**src/logic/ocr_pkg.sv**
```systemverilog
// Register map, field positions and reset values for the oscillator control
package ocr_pkg;

  localparam logic [3:0]  OCR_OFS_OSC_CTRL  = 4'h0;
  localparam logic [3:0]  OCR_OFS_CLK_DIV   = 4'h4;
  localparam logic [3:0]  OCR_OFS_RC_TUNE   = 4'h8;
  localparam logic [3:0]  OCR_OFS_UNLOCK    = 4'hC;

  // Oscillator control fields
  localparam int OCR_SWREQ_BIT   = 0;
  localparam int OCR_SECONDARY_OSC_ENABLE_BIT  = 1;
  localparam int OCR_PSLEEP_BIT  = 2;
  localparam int OCR_CFAIL_BIT   = 3;
  localparam int OCR_PLOCK_BIT   = 5;
  localparam int OCR_IO_LOCK_A_BIT  = 6;
  localparam int OCR_SELLOCK_BIT = 7;
  localparam int OCR_NSEL_LSB    = 8;
  localparam int OCR_CSEL_LSB    = 12;

  // Clock divider fields
  localparam int OCR_PLLON_BIT   = 5;
  localparam int OCR_SYSPS_LSB   = 6;
  localparam int OCR_RCPS_LSB    = 8;
  localparam int OCR_DOZE_ENABLE_BIT   = 11;
  localparam int OCR_DOZE_LSB    = 12;
  localparam int OCR_ROI_BIT     = 15;

  // Tune control fields
  localparam int OCR_TRIM_LSB    = 0;
  localparam int OCR_RPOL_BIT    = 8;
  localparam int OCR_RANGE_BIT   = 9;
  localparam int OCR_LPOL_BIT    = 10;
  localparam int OCR_LOCKED_BIT  = 11;
  localparam int OCR_REFSEL_BIT  = 12;
  localparam int OCR_IDLESTOP_BIT = 13;
  localparam int OCR_SELFTUNE_ENABLE_BIT    = 15;

  localparam logic [2:0]  OCR_DOZE_RST   = 3'h3;
  localparam logic [2:0]  OCR_RCPS_RST   = 3'h1;
  localparam logic [1:0]  OCR_SYSPS_RST  = 2'h0;
  localparam logic [2:0]  OCR_SEL_PRI_PLL = 3'h3;
  localparam logic [2:0]  OCR_SEL_FRC_PLL = 3'h1;

  // Unlock key pair written to the unlock register
  localparam logic [7:0]  OCR_KEY1       = 8'h46;
  localparam logic [7:0]  OCR_KEY2       = 8'h57;

  localparam logic [1:0]  OCR_RESP_OKAY   = 2'h0;
  localparam logic [1:0]  OCR_RESP_SLVERR = 2'h2;

  typedef enum logic [1:0] {OCR_SW_IDLE, OCR_SW_WAIT, OCR_SW_DONE} ocr_sw_t;

endpackage

```
**src/logic/ocr_osc_ctrl.sv**
```systemverilog
// Oscillator control, clock divider and RC tune registers on AXI4-Lite
//
// The register addresses and the AXI4-Lite register port are this design's own decisions.
module ocr_osc_ctrl
  import ocr_pkg::*;
#(
  parameter logic [2:0] RESET_SOURCE = 3'h7
)
(
  input  wire logic        aclk,
  input  wire logic        aresetn,
  input  wire logic [3:0]  s_axi_awaddr,
  input  wire logic        s_axi_awvalid,
  output logic             s_axi_awready,
  input  wire logic [31:0] s_axi_wdata,
  input  wire logic [3:0]  s_axi_wstrb,
  input  wire logic        s_axi_wvalid,
  output logic             s_axi_wready,
  output logic [1:0]       s_axi_bresp,
  output logic             s_axi_bvalid,
  input  wire logic        s_axi_bready,
  input  wire logic [3:0]  s_axi_araddr,
  input  wire logic        s_axi_arvalid,
  output logic             s_axi_arready,
  output logic [31:0]      s_axi_rdata,
  output logic [1:0]       s_axi_rresp,
  output logic             s_axi_rvalid,
  input  wire logic        s_axi_rready,
  input  wire logic        monitor_switch_cfg,
  input  wire logic        io_lock_one_way_cfg,
  input  wire logic        pll_locked_in,
  input  wire logic        clock_fail_in,
  input  wire logic        switch_ready_in,
  input  wire logic        irq_event,
  input  wire logic        idle_mode,
  input  wire logic        sleep_mode,
  input  wire logic        tune_in_band,
  input  wire logic        tune_beyond_range,
  input  wire logic        tune_step,
  input  wire logic        tune_up,
  output logic             primary_osc_run,
  output logic             secondary_osc_run,
  output logic             pll_run,
  output logic [2:0]       source_sel_out,
  output logic             io_lock_out,
  output logic             cpu_clk_en,
  output logic             periph_clk_en,
  output logic             rc_clk_en,
  output logic [1:0]       sys_postscale_out,
  output logic             selftune_active,
  output logic             selftune_ref_out,
  output logic [5:0]       rc_trim_out,
  output logic             lock_irq,
  output logic             range_irq
);

  // Pin-level inputs from other clock domains: two-stage sync
  logic [6:0] sync1_reg;
  logic [6:0] sync2_reg;
  always_ff @(posedge aclk)
  begin
    if (!aresetn)
    begin
      sync1_reg <= '0;
      sync2_reg <= '0;
    end
    else
    begin
      sync1_reg <= {pll_locked_in, clock_fail_in, switch_ready_in,
                    tune_in_band, tune_beyond_range, tune_step, tune_up};
      sync2_reg <= sync1_reg;
    end
  end
  logic pll_lk_s, cfail_s, sw_rdy_s, in_band_s, beyond_s, step_s, up_s;
  assign {pll_lk_s, cfail_s, sw_rdy_s, in_band_s, beyond_s, step_s, up_s} =
    sync2_reg;

  logic step_d_reg;
  always_ff @(posedge aclk)
  begin
    if (!aresetn)
      step_d_reg <= 1'b0;
    else
      step_d_reg <= step_s;
  end

  // Register state
  logic [2:0] csel_reg, nsel_reg;
  logic       sel_lock_reg, io_lock_reg, plock_reg, cfail_reg;
  logic       psleep_reg, secondary_osc_reg, swreq_reg;
  logic       roi_reg, doze_enable_reg, pllon_reg;
  logic [2:0] doze_reg, rcps_reg;
  logic [1:0] sysps_reg;
  logic       selftune_enable_reg, idlestop_reg, refsel_reg, lpol_reg, rpol_reg;
  logic       locked_reg, range_reg;
  logic [5:0] trim_reg;
  logic       key1_reg, unlocked_reg;
  logic       strap_done_reg;
  ocr_sw_t    sw_state_reg;

  // AXI write channel
  logic       aw_hold_reg, w_hold_reg;
  logic [3:0] aw_addr_reg;
  logic [31:0] w_data_reg;
  logic [3:0] w_strb_reg;
  logic       wr_fire;
  assign wr_fire = aw_hold_reg && w_hold_reg && !s_axi_bvalid;

  always_ff @(posedge aclk)
  begin
    if (!aresetn)
    begin
      aw_hold_reg   <= 1'b0;
      s_axi_awready <= 1'b0;
      aw_addr_reg   <= '0;
    end
    else
    begin
      s_axi_awready <= !aw_hold_reg && !s_axi_awready;
      if (s_axi_awvalid && s_axi_awready)
      begin
        aw_hold_reg   <= 1'b1;
        aw_addr_reg   <= s_axi_awaddr;
        s_axi_awready <= 1'b0;
      end
      else if (wr_fire)
        aw_hold_reg <= 1'b0;
    end
  end

  always_ff @(posedge aclk)
  begin
    if (!aresetn)
    begin
      w_hold_reg   <= 1'b0;
      s_axi_wready <= 1'b0;
      w_data_reg   <= '0;
      w_strb_reg   <= '0;
    end
    else
    begin
      s_axi_wready <= !w_hold_reg && !s_axi_wready;
      if (s_axi_wvalid && s_axi_wready)
      begin
        w_hold_reg   <= 1'b1;
        w_data_reg   <= s_axi_wdata;
        w_strb_reg   <= s_axi_wstrb;
        s_axi_wready <= 1'b0;
      end
      else if (wr_fire)
        w_hold_reg <= 1'b0;
    end
  end

  logic wr_known;
  assign wr_known = aw_addr_reg == OCR_OFS_OSC_CTRL ||
                    aw_addr_reg == OCR_OFS_CLK_DIV ||
                    aw_addr_reg == OCR_OFS_RC_TUNE ||
                    aw_addr_reg == OCR_OFS_UNLOCK;

  always_ff @(posedge aclk)
  begin
    if (!aresetn)
    begin
      s_axi_bvalid <= 1'b0;
      s_axi_bresp  <= OCR_RESP_OKAY;
    end
    else if (wr_fire)
    begin
      s_axi_bvalid <= 1'b1;
      s_axi_bresp  <= wr_known ? OCR_RESP_OKAY : OCR_RESP_SLVERR;
    end
    else if (s_axi_bready)
      s_axi_bvalid <= 1'b0;
  end

  // Write decode per register with byte lanes
  logic wr_osc_lo, wr_osc_hi, wr_div_lo, wr_div_hi, wr_tun_lo, wr_tun_hi;
  logic wr_key;
  assign wr_osc_lo = wr_fire && aw_addr_reg == OCR_OFS_OSC_CTRL && w_strb_reg[0];
  assign wr_osc_hi = wr_fire && aw_addr_reg == OCR_OFS_OSC_CTRL && w_strb_reg[1];
  assign wr_div_lo = wr_fire && aw_addr_reg == OCR_OFS_CLK_DIV && w_strb_reg[0];
  assign wr_div_hi = wr_fire && aw_addr_reg == OCR_OFS_CLK_DIV && w_strb_reg[1];
  assign wr_tun_lo = wr_fire && aw_addr_reg == OCR_OFS_RC_TUNE && w_strb_reg[0];
  assign wr_tun_hi = wr_fire && aw_addr_reg == OCR_OFS_RC_TUNE && w_strb_reg[1];
  assign wr_key    = wr_fire && aw_addr_reg == OCR_OFS_UNLOCK && w_strb_reg[0];

  // Unlock: key1 then key2 arms one following control write
  always_ff @(posedge aclk)
  begin
    if (!aresetn)
    begin
      key1_reg     <= 1'b0;
      unlocked_reg <= 1'b0;
    end
    else if (wr_key)
    begin
      key1_reg     <= w_data_reg[7:0] == OCR_KEY1;
      unlocked_reg <= key1_reg && w_data_reg[7:0] == OCR_KEY2;
    end
    else if (wr_fire)
    begin
      key1_reg     <= 1'b0;
      unlocked_reg <= 1'b0;
    end
  end

  // Switches allowed: monitor off, or lock bit clear
  logic switch_allowed;
  assign switch_allowed = !monitor_switch_cfg || !sel_lock_reg;

  // Redundancy test sees a selection written in the same word
  logic [2:0] nsel_cmp;
  assign nsel_cmp = (wr_osc_hi && unlocked_reg && switch_allowed) ?
                    w_data_reg[OCR_NSEL_LSB +: 3] : nsel_reg;

  // Strap capture after reset release
  always_ff @(posedge aclk)
  begin
    if (!aresetn)
      strap_done_reg <= 1'b0;
    else
      strap_done_reg <= 1'b1;
  end

  // Selection and switch sequencing
  always_ff @(posedge aclk)
  begin
    if (!aresetn)
    begin
      csel_reg     <= 3'h7;
      nsel_reg     <= 3'h7;
      swreq_reg    <= 1'b0;
      sw_state_reg <= OCR_SW_IDLE;
    end
    else
    begin
      if (!strap_done_reg)
      begin
        csel_reg <= RESET_SOURCE;
        nsel_reg <= RESET_SOURCE;
      end
      if (wr_osc_hi && unlocked_reg && switch_allowed)
        nsel_reg <= w_data_reg[OCR_NSEL_LSB +: 3];
      unique case (sw_state_reg)
        OCR_SW_IDLE:
        begin
          if (wr_osc_lo && unlocked_reg && switch_allowed &&
              w_data_reg[OCR_SWREQ_BIT])
          begin
            swreq_reg    <= 1'b1;
            sw_state_reg <= (nsel_cmp == csel_reg) ? OCR_SW_DONE
                                                   : OCR_SW_WAIT;
          end
        end
        OCR_SW_WAIT:
          if (sw_rdy_s)
            sw_state_reg <= OCR_SW_DONE;
        OCR_SW_DONE:
        begin
          swreq_reg    <= 1'b0;
          csel_reg     <= nsel_reg;
          sw_state_reg <= OCR_SW_IDLE;
        end
      endcase
    end
  end

  logic pll_mode;
  assign pll_mode = csel_reg == OCR_SEL_PRI_PLL || csel_reg == OCR_SEL_FRC_PLL;

  // Low-byte status and control of oscillator control
  always_ff @(posedge aclk)
  begin
    if (!aresetn)
    begin
      sel_lock_reg <= 1'b0;
      io_lock_reg  <= 1'b0;
      plock_reg    <= 1'b0;
      cfail_reg    <= 1'b0;
      psleep_reg   <= 1'b0;
      secondary_osc_reg     <= 1'b0;
    end
    else
    begin
      if (wr_osc_lo && unlocked_reg)
      begin
        // Lock bit is set-only
        if (w_data_reg[OCR_SELLOCK_BIT])
          sel_lock_reg <= 1'b1;
        if (!(io_lock_one_way_cfg && io_lock_reg))
          io_lock_reg <= w_data_reg[OCR_IO_LOCK_A_BIT];
        psleep_reg <= w_data_reg[OCR_PSLEEP_BIT];
        secondary_osc_reg   <= w_data_reg[OCR_SECONDARY_OSC_ENABLE_BIT];
      end
      if (cfail_s)
        cfail_reg <= 1'b1;
      else if (wr_osc_lo && !w_data_reg[OCR_CFAIL_BIT])
        cfail_reg <= 1'b0;
      if (sw_state_reg != OCR_SW_IDLE || !pll_mode)
        plock_reg <= 1'b0;
      else
        plock_reg <= pll_lk_s;
    end
  end

  // Clock divider register
  always_ff @(posedge aclk)
  begin
    if (!aresetn)
    begin
      roi_reg   <= 1'b0;
      doze_reg  <= OCR_DOZE_RST;
      doze_enable_reg <= 1'b0;
      rcps_reg  <= OCR_RCPS_RST;
      sysps_reg <= OCR_SYSPS_RST;
      pllon_reg <= 1'b0;
    end
    else
    begin
      if (wr_div_hi)
      begin
        roi_reg   <= w_data_reg[OCR_ROI_BIT];
        doze_reg  <= w_data_reg[OCR_DOZE_LSB +: 3];
        doze_enable_reg <= w_data_reg[OCR_DOZE_ENABLE_BIT];
        rcps_reg  <= w_data_reg[OCR_RCPS_LSB +: 3];
      end
      if (roi_reg && irq_event)
        doze_enable_reg <= 1'b0;
      if (wr_div_lo)
      begin
        sysps_reg <= w_data_reg[OCR_SYSPS_LSB +: 2];
        pllon_reg <= w_data_reg[OCR_PLLON_BIT];
      end
    end
  end

  // Tune control register
  always_ff @(posedge aclk)
  begin
    if (!aresetn)
    begin
      selftune_enable_reg     <= 1'b0;
      idlestop_reg <= 1'b0;
      refsel_reg   <= 1'b0;
      lpol_reg     <= 1'b0;
      rpol_reg     <= 1'b0;
      locked_reg   <= 1'b0;
      range_reg    <= 1'b0;
      trim_reg     <= '0;
    end
    else
    begin
      if (wr_tun_hi)
      begin
        selftune_enable_reg     <= w_data_reg[OCR_SELFTUNE_ENABLE_BIT];
        idlestop_reg <= w_data_reg[OCR_IDLESTOP_BIT];
        refsel_reg   <= w_data_reg[OCR_REFSEL_BIT];
        lpol_reg     <= w_data_reg[OCR_LPOL_BIT];
        rpol_reg     <= w_data_reg[OCR_RPOL_BIT];
      end
      locked_reg <= selftune_enable_reg && in_band_s;
      range_reg  <= selftune_enable_reg && beyond_s;
      if (wr_tun_lo && !selftune_enable_reg)
        trim_reg <= w_data_reg[OCR_TRIM_LSB +: 6];
      // no step when out of range
      else if (selftune_enable_reg && step_s && !step_d_reg && !beyond_s &&
               !(idlestop_reg && idle_mode))
        trim_reg <= up_s ? ((trim_reg == 6'h1F) ? trim_reg
                                                 : trim_reg + 6'h01)
                         : ((trim_reg == 6'h20) ? trim_reg
                                                 : trim_reg - 6'h01);
    end
  end

  // Tune interrupts: pulse on entering the chosen state
  logic lock_match_reg, range_match_reg;
  always_ff @(posedge aclk)
  begin
    if (!aresetn)
    begin
      lock_match_reg  <= 1'b0;
      range_match_reg <= 1'b0;
      lock_irq        <= 1'b0;
      range_irq       <= 1'b0;
    end
    else
    begin
      lock_match_reg  <= locked_reg ^ lpol_reg;
      range_match_reg <= range_reg ^ rpol_reg;
      lock_irq  <= (locked_reg ^ lpol_reg) && !lock_match_reg;
      range_irq <= (range_reg ^ rpol_reg) && !range_match_reg;
    end
  end

  // Doze divider: CPU enable every 2^n peripheral cycles
  logic doze_tick;
  logic [3:0] doze_log2;
  assign doze_log2 = doze_enable_reg ? {1'b0, doze_reg} : 4'h0;
  ocr_divider #(.W(8)) u_doze (
    .aclk     (aclk),
    .aresetn  (aresetn),
    .log2_div (doze_log2),
    .tick     (doze_tick)
  );

  // RC postscaler, code 111 jumps to 256
  logic rc_tick;
  logic [3:0] rc_log2;
  assign rc_log2 = (rcps_reg == 3'h7) ? 4'h8 : {1'b0, rcps_reg};
  ocr_divider #(.W(8)) u_rcps (
    .aclk     (aclk),
    .aresetn  (aresetn),
    .log2_div (rc_log2),
    .tick     (rc_tick)
  );

  // Pin-facing outputs, all registered
  always_ff @(posedge aclk)
  begin
    if (!aresetn)
    begin
      primary_osc_run   <= 1'b0;
      secondary_osc_run <= 1'b0;
      pll_run           <= 1'b0;
      source_sel_out    <= 3'h0;
      io_lock_out       <= 1'b0;
      cpu_clk_en        <= 1'b0;
      periph_clk_en     <= 1'b0;
      rc_clk_en         <= 1'b0;
      sys_postscale_out <= OCR_SYSPS_RST;
      selftune_active   <= 1'b0;
      selftune_ref_out  <= 1'b0;
      rc_trim_out       <= '0;
    end
    else
    begin
      primary_osc_run   <= !sleep_mode || psleep_reg;
      secondary_osc_run <= secondary_osc_reg;
      pll_run           <= pllon_reg || pll_mode;
      source_sel_out    <= csel_reg;
      io_lock_out       <= io_lock_reg;
      cpu_clk_en        <= doze_tick;
      periph_clk_en     <= 1'b1;
      rc_clk_en         <= rc_tick;
      sys_postscale_out <= sysps_reg;
      selftune_active   <= selftune_enable_reg && !(idlestop_reg && idle_mode);
      selftune_ref_out  <= refsel_reg;
      rc_trim_out       <= trim_reg;
    end
  end

  // AXI read channel
  logic [15:0] rd_word;
  logic        rd_known;
  always_comb
  begin
    rd_word  = '0;
    rd_known = 1'b1;
    unique case (s_axi_araddr)
      OCR_OFS_OSC_CTRL:
        rd_word = {1'b0, csel_reg, 1'b0, nsel_reg, sel_lock_reg, io_lock_reg,
                   plock_reg, 1'b0, cfail_reg, psleep_reg, secondary_osc_reg,
                   swreq_reg};
      OCR_OFS_CLK_DIV:
        rd_word = {roi_reg, doze_reg, doze_enable_reg, rcps_reg, sysps_reg,
                   pllon_reg, 5'h00};
      OCR_OFS_RC_TUNE:
        rd_word = {selftune_enable_reg, 1'b0, idlestop_reg, refsel_reg, locked_reg,
                   lpol_reg, range_reg, rpol_reg, 2'h0, trim_reg};
      OCR_OFS_UNLOCK:
        rd_word = {15'h0000, unlocked_reg};
      default:
        rd_known = 1'b0;
    endcase
  end

  always_ff @(posedge aclk)
  begin
    if (!aresetn)
    begin
      s_axi_arready <= 1'b0;
      s_axi_rvalid  <= 1'b0;
      s_axi_rdata   <= '0;
      s_axi_rresp   <= OCR_RESP_OKAY;
    end
    else
    begin
      s_axi_arready <= !s_axi_rvalid && !s_axi_arready;
      if (s_axi_arvalid && s_axi_arready)
      begin
        s_axi_arready <= 1'b0;
        s_axi_rvalid  <= 1'b1;
        s_axi_rdata   <= {16'h0000, rd_word};
        s_axi_rresp   <= rd_known ? OCR_RESP_OKAY : OCR_RESP_SLVERR;
      end
      else if (s_axi_rvalid && s_axi_rready)
        s_axi_rvalid <= 1'b0;
    end
  end

endmodule // ocr_osc_ctrl

```
**src/logic/ocr_divider.sv**
```systemverilog
// Power-of-two divider producing a one-cycle enable pulse
module ocr_divider
  import ocr_pkg::*;
#(
  parameter int W = 8
)
(
  input  wire logic         aclk,
  input  wire logic         aresetn,
  input  wire logic [3:0]   log2_div,
  output logic              tick
);

  logic [W-1:0] cnt_reg;
  logic [W-1:0] mask;

  always_comb
  begin
    mask = W'((32'h1 << log2_div) - 32'h1);
  end

  always_ff @(posedge aclk)
  begin
    if (!aresetn)
      cnt_reg <= '0;
    else if ((cnt_reg & mask) == mask)
      cnt_reg <= '0;
    else
      cnt_reg <= cnt_reg + W'(1);
  end

  always_ff @(posedge aclk)
  begin
    if (!aresetn)
      tick <= 1'b0;
    else
      tick <= ((cnt_reg & mask) == mask);
  end

endmodule // ocr_divider

```
**config.mk**
```make
export PLATFORM = sky130hd
export DESIGN_NAME = ocr_osc_ctrl
export DESIGN_NICKNAME = d
export VERILOG_FILES = /design/src/logic/ocr_pkg.sv /design/src/logic/ocr_osc_ctrl.sv /design/src/logic/ocr_divider.sv
export SDC_FILE = /design/constraint.sdc
export NUM_CORES = 1
export LEC_CHECK = 0
export BUFFER_PORTS_ARGS = -buffer_cell sky130_fd_sc_hd__buf_2
export CAP_MARGIN = 15
export CORE_MARGIN = 2
export CORE_UTILIZATION = 53
export DETAILED_ROUTE_END_ITERATION = 16
export GPL_ROUTABILITY_DRIVEN = 0
export PLACE_DENSITY = 0.77
export SYNTH_ARGS = -nofsm -noshare
export SYNTH_HDL_FRONTEND = slang
export SYNTH_HIERARCHICAL = 1
export SYNTH_SLANG_ARGS = --single-unit
```
**constraint.sdc**
```tcl
create_clock -name aclk -period 2.95 [get_ports aclk]
set_input_delay 0.1475 -clock aclk [delete_from_list [all_inputs] [get_ports aclk]]
set_output_delay 0.1475 -clock aclk [all_outputs]
set_load 0.005 [all_outputs]
```
# Word-level counts from Yosys, hierarchy flattened
# Index checks and enable logic that the tools add are counted.
# Widths: inputs -> output; s select.
# word_totals
regBits,147
input_bits,63
word_cells,224
# classes
n_addsub,6
eq_ne,24
shift,2
mux,33
bitwise,6
n_reduce_logical,91
# ops
operator,n
$pmux 16 s4,1
$logic_and 1x1->1,40
$mux 6,5
$logic_not 1->1,18
$reduce_bool 2->1,9
$add 8x1->8 const B,2
$and 8x8->8,2
$eq 4x4->1 const B,4
$eq 8x7->1 const B,2
$eq 8x8->1,2
$sub 8x1->8 const B,2
$mux 3,5
$mux 1,14
$reduce_or 2->1,7
$mux 2,5
$eq 4x3->1 const B,2
$logic_not 4->1,2
$logic_or 1x1->1,8
$reduce_and 2->1,4
$shl 1x3->8 const A,1
$shl 1x4->8 const A,1
$add 6x1->6 const B,1
$eq 6x5->1 const B,1
$eq 6x6->1 const B,1
18 further kinds,23

# Longest topological paths before layout
# logic_depth
depth_word,11
mapped_depth,10

# Hierarchy
# The synthesis kept the hierarchy.
# by_module_without_submodules
mod,instances,cells_per_inst,area_per_inst_um2,seq_area_each_um2
ocr_osc_ctrl,1,574,5290.1,2542.4
ocr_divider,2,58,546.8,180.2

# Least setup slack after synthesis
# OpenSTA, ideal clock, no wires.
# synth_timing
kind,register -> register
start,register rcps_reg[1]
end,register u_rcps.tick
setup_time_ps,116
t_arrival_ps,2131
t_required_ps,2834
setup_slack_ps,703
stages_incl_launch_ff,11
n_path_buf,1
cell_sequence,dfxtp_1 > and3_1 > nor2b_1 > nor2_1 > nand2_1 > ha_1 > nor3_1 > o211ai_1 > a21o_1 > clkbuf_1 > and4_1
# synth_via
elab_chain_len,6
# synth_lines
element,line,rtl
from (decl),ocr_osc_ctrl.sv:92,"logic [2:0] doze_reg, rcps_reg;"
from (signal assigned),ocr_osc_ctrl.sv:326,rcps_reg <= w_data_reg[OCR_RCPS_LSB +: 3];
$eq 3x3->1 (*),ocr_osc_ctrl.sv:410,"assign rc_log2 = (rcps_reg == 3'h7) ? 4'h8 : {1'b0, rcps_reg};"
$mux 4 (*),ocr_osc_ctrl.sv:410,
via rc_log2[3],ocr_osc_ctrl.sv:409,logic [3:0] rc_log2;
$shl 1x4->8 (*),ocr_divider.sv:19,mask = W'((32'h1 << log2_div) - 32'h1);
$sub 8x1->8 (*),ocr_divider.sv:19,
$and 8x8->8,ocr_divider.sv:37,tick <= ((cnt_reg & mask) == mask);
$eq 8x8->1 (*),ocr_divider.sv:37,
to (signal assigned),ocr_divider.sv:37,
to (decl),ocr_divider.sv:11,output logic tick
# The timed path passes the listed nets; every way through them passes the cells marked *.
# A chain may end at the register's enable or synchronous reset.

# Final worst setup path
# layout_timing
start,register rcps_reg[0]
end,register u_rcps.cnt_reg[4]
# layout_via
elab_chain_len,7
# layout_lines
element,line,rtl
$eq 3x3->1 (*),ocr_osc_ctrl.sv:410,
$mux 4 (*),ocr_osc_ctrl.sv:410,
via rc_log2[3],ocr_osc_ctrl.sv:409,
$shl 1x4->8 (*),ocr_divider.sv:19,
$sub 8x1->8 (*),ocr_divider.sv:19,
$and 8x8->8,ocr_divider.sv:26,else if ((cnt_reg & mask) == mask)
$eq 8x8->1 (*),ocr_divider.sv:26,
$reduce_or 2->1 (no line) (*),--,
to (signal assigned),ocr_divider.sv:29,cnt_reg <= cnt_reg + W'(1);
to (decl),ocr_divider.sv:14,logic [W-1:0] cnt_reg;
# Marks and branches as above.

==> metrics <==
status=completed; #FFs+latches synth=145; fill count=931; Seq/Total Area, Yosys=45.5%; largest net degree at the start of global routing=73; slack of the critical path=0.432 ns; Worst Clk Skew=0.00985 ns; Slowest cell on crit path=dfxtp_1; internal power=3360 µW; total gr overflow=0; number of flops mapped to enable cells by yosys=0; Setup Total Neg Slack=0 ns; Hold Violations, Final=0; Post-synth top flop=dfxtp_1; Post-Syn Area per Cell=9.25 µm²; Inserted Clock Buffers=17; commonest cells after routing, fill and taps aside=dfxtp_1, nand2_1, buf_2, and2_1, a21boi_0; critical path, cell by cell=and3_1 > nor2b_1 > nor2_1 > nand2_1 > ha_1 > nor3_1 > o211ai_1 > a21o_1 > a311oi_1; CP required=3.27 ns; detailed-route DRC error count=0; GRT Total Usage=23.8%; startpoint types=flip-flop; Clock Path Buffers=2; Fmax=397 MHz; period utilization=85.4%; Detailed Route WL=14.6 mm; Worst Path Arrival=2.84 ns; Seq pwr share=46.8%; first-pass GRT wire length=24.5 mm; Final #Nets=883; Ports=126; Leak=0.00313 µW; Async S/R FF share, synth=0%; endpoints failing setup=0; Slew Limit Fails=0; Final Critical Period=2.52 ns; worst slack, placed=0.468 ns; Slew HR=39.2%; die height=114 µm; max-cap violations=0; clock insertion delay at the later pin of the skew report=0.42 ns; Final Instance Area=7750 µm²; synth unique cells=61; Worst Setup End Kind=flip-flop; chip width=114 µm; Final ANT Viol Nets=0; CP Buf/Inv Count=0; placed instance area=6910 µm²; critical path type=flip-flop to flip-flop; die area=12,900 µm²; worst stage delay on the critical path=0.39 ns; synthesis-to-finish area growth=21.5%; vias in the first global route=5,076; Initial Utilization=53.8%; PortBufs=89; via count=5,242; Iter 0 DRT Violations=410; Via-to-Cell Ratio=5.42; 1st-pass router iterations=5; fraction of power consumed by the clock network=47.1%; VDD IR max=279 µV; post_cts resized=0; antenna violations before repair=0; Cells after Synth=690; H-tree lvl count=4; share of layout cells above drive strength 1=17.1%; switching part of the total power=23.3%; Synth warnings=6; Top Family by Delay on Critical Path=simple AND/OR/NAND/NOR gates; crit-path max FO=9; Inst Count DP=909; RSZ-0062 raised after global routing=false; synthesized area=6380 µm²; Worst Hold Class=input pin to flip-flop; commonest non-fill, non-tap cell in the layout=dfxtp_1; Clock Pin Slew Worst Setup and Hold Paths=0.06 ns; CTS tree=built; core area=11,900 µm²; measured slew at the worst slew-check pin=0.912 ns; Final Power=4380 µW; Cell Count, Final, Fillers Out=968; cell row count=40; clock root buffer=clkbuf_16; Ant. Diodes=0; NetSw=1020 µW; Pwr Density=565 nW/µm²; Logic pwr share=6.1%; hpwl dp=9.94 mm; Avg WL per Cell=15.1 µm; CTS sink count=145
## worst reg2reg max path, delay by kind of cell, from the launching register on
| kind | cells | cell delay, ns |
|---|---|---|
| simple gates | 5 | 1.09 |
| compound gates | 3 | 0.68 |
| flops | 1 | 0.39 |
| fa+ha+maj | 1 | 0.28 |
## metrics by stage
stage / hold slack, ns / util (%)
after floorplan: 0.175 / -
after global placement: 0.340 / 58.3
after detailed placement: 0.347 / 58.3
after CTS: 0.00169 / 65.4
after global routing: 0.0177 / 65.4
final: 0.00812 / 65.4
## cell usage after synthesis, drive strengths merged (12+ instances only)
cell      n  share of area [%]
a21boi   43                5.1
a21oi    16                1.3
a22oi    14                1.6
a311oi   14                1.9
and2     41                4.0
and3     13                1.3
buf      22                2.4
clkbuf   24                1.4
dfxtp   145                 45
mux2i    20                3.1
nand2    90                5.3
nand3    30                2.4
nor2     21                1.3
nor2b    37                3.6
nor3     12                1.1
o21ai    30                2.4
## cells by family (layout without fill, tap and decap cells)
family / Yosys count / after routing / share of synthesized area, %
muxes: 21 / 21 / 3.31
and+or+nand+nor: 288 / 288 / 25.1
xor gates and xnor gates: 20 / 20 / 2.74
DFF: 145 / 145 / 45.5
AOI/OAI and AO/OA: 146 / 146 / 16.3
other: 1 / 25 / 0.0587
adders and majority gates: 12 / 12 / 2.47
buffers and inverters: 57 / 164 / 4.45
## cell type report
| class | instances | area [µm²] | share of cell area, % |
|---|---|---|---|
| Sequential cell | 145 | 2900 | 37.4 |
| Inverter | 11 | 41.3 | 0.532 |
| Clock buffer | 21 | 470 | 6.07 |
| Clock inverter | 11 | 104 | 1.34 |
| Multi-Input combinational cell | 512 | 3290 | 42.4 |
| Tap cell | 147 | 184 | 2.37 |
| Timing Repair Buffer | 121 | 766 | 9.87 |
## worst paths after layout
check                               startpoint           endpoint  slack (ns)  cells past startpoint
worst max-delay path               rcps_reg[0]  u_rcps/cnt_reg[4]        0.43                      9
worst min-delay path              s_axi_bready       s_axi_bvalid       0.008                      3
worst max register to register     rcps_reg[0]  u_rcps/cnt_reg[4]        0.43                      9
worst min register to register  lock_match_reg           lock_irq        0.39                      1
## metal layers
metal  wire (µm)  track usage, %  vias up
li1            -               -     2614
met1        6790            31.2     2394
met2        6650            38.7      201
met3         872            4.52       33
met4         333            9.84        0
met5           0               0        -
## power groups by stage
stage | registers [µW] | logic [µW] | clock network, µW
after floorplan | 2080 | 174 | 0
after global placement | 2090 | 229 | 0
after global routing | 2060 | 302 | 2160
after detailed placement | 2090 | 237 | 0
final | 2050 | 267 | 2060
after CTS | 2050 | 266 | 2090
## what timing repair did
| item | in CTS | in global routing |
|---|---|---|
| endpoints found under the hold margin | 27 | 0 |
| hold buffers | 27 | 0 |
| endpoints found under the setup margin | 0 | 0 |
| buffers inserted | 0 | 0 |
(Power assumes the default switching activity.)
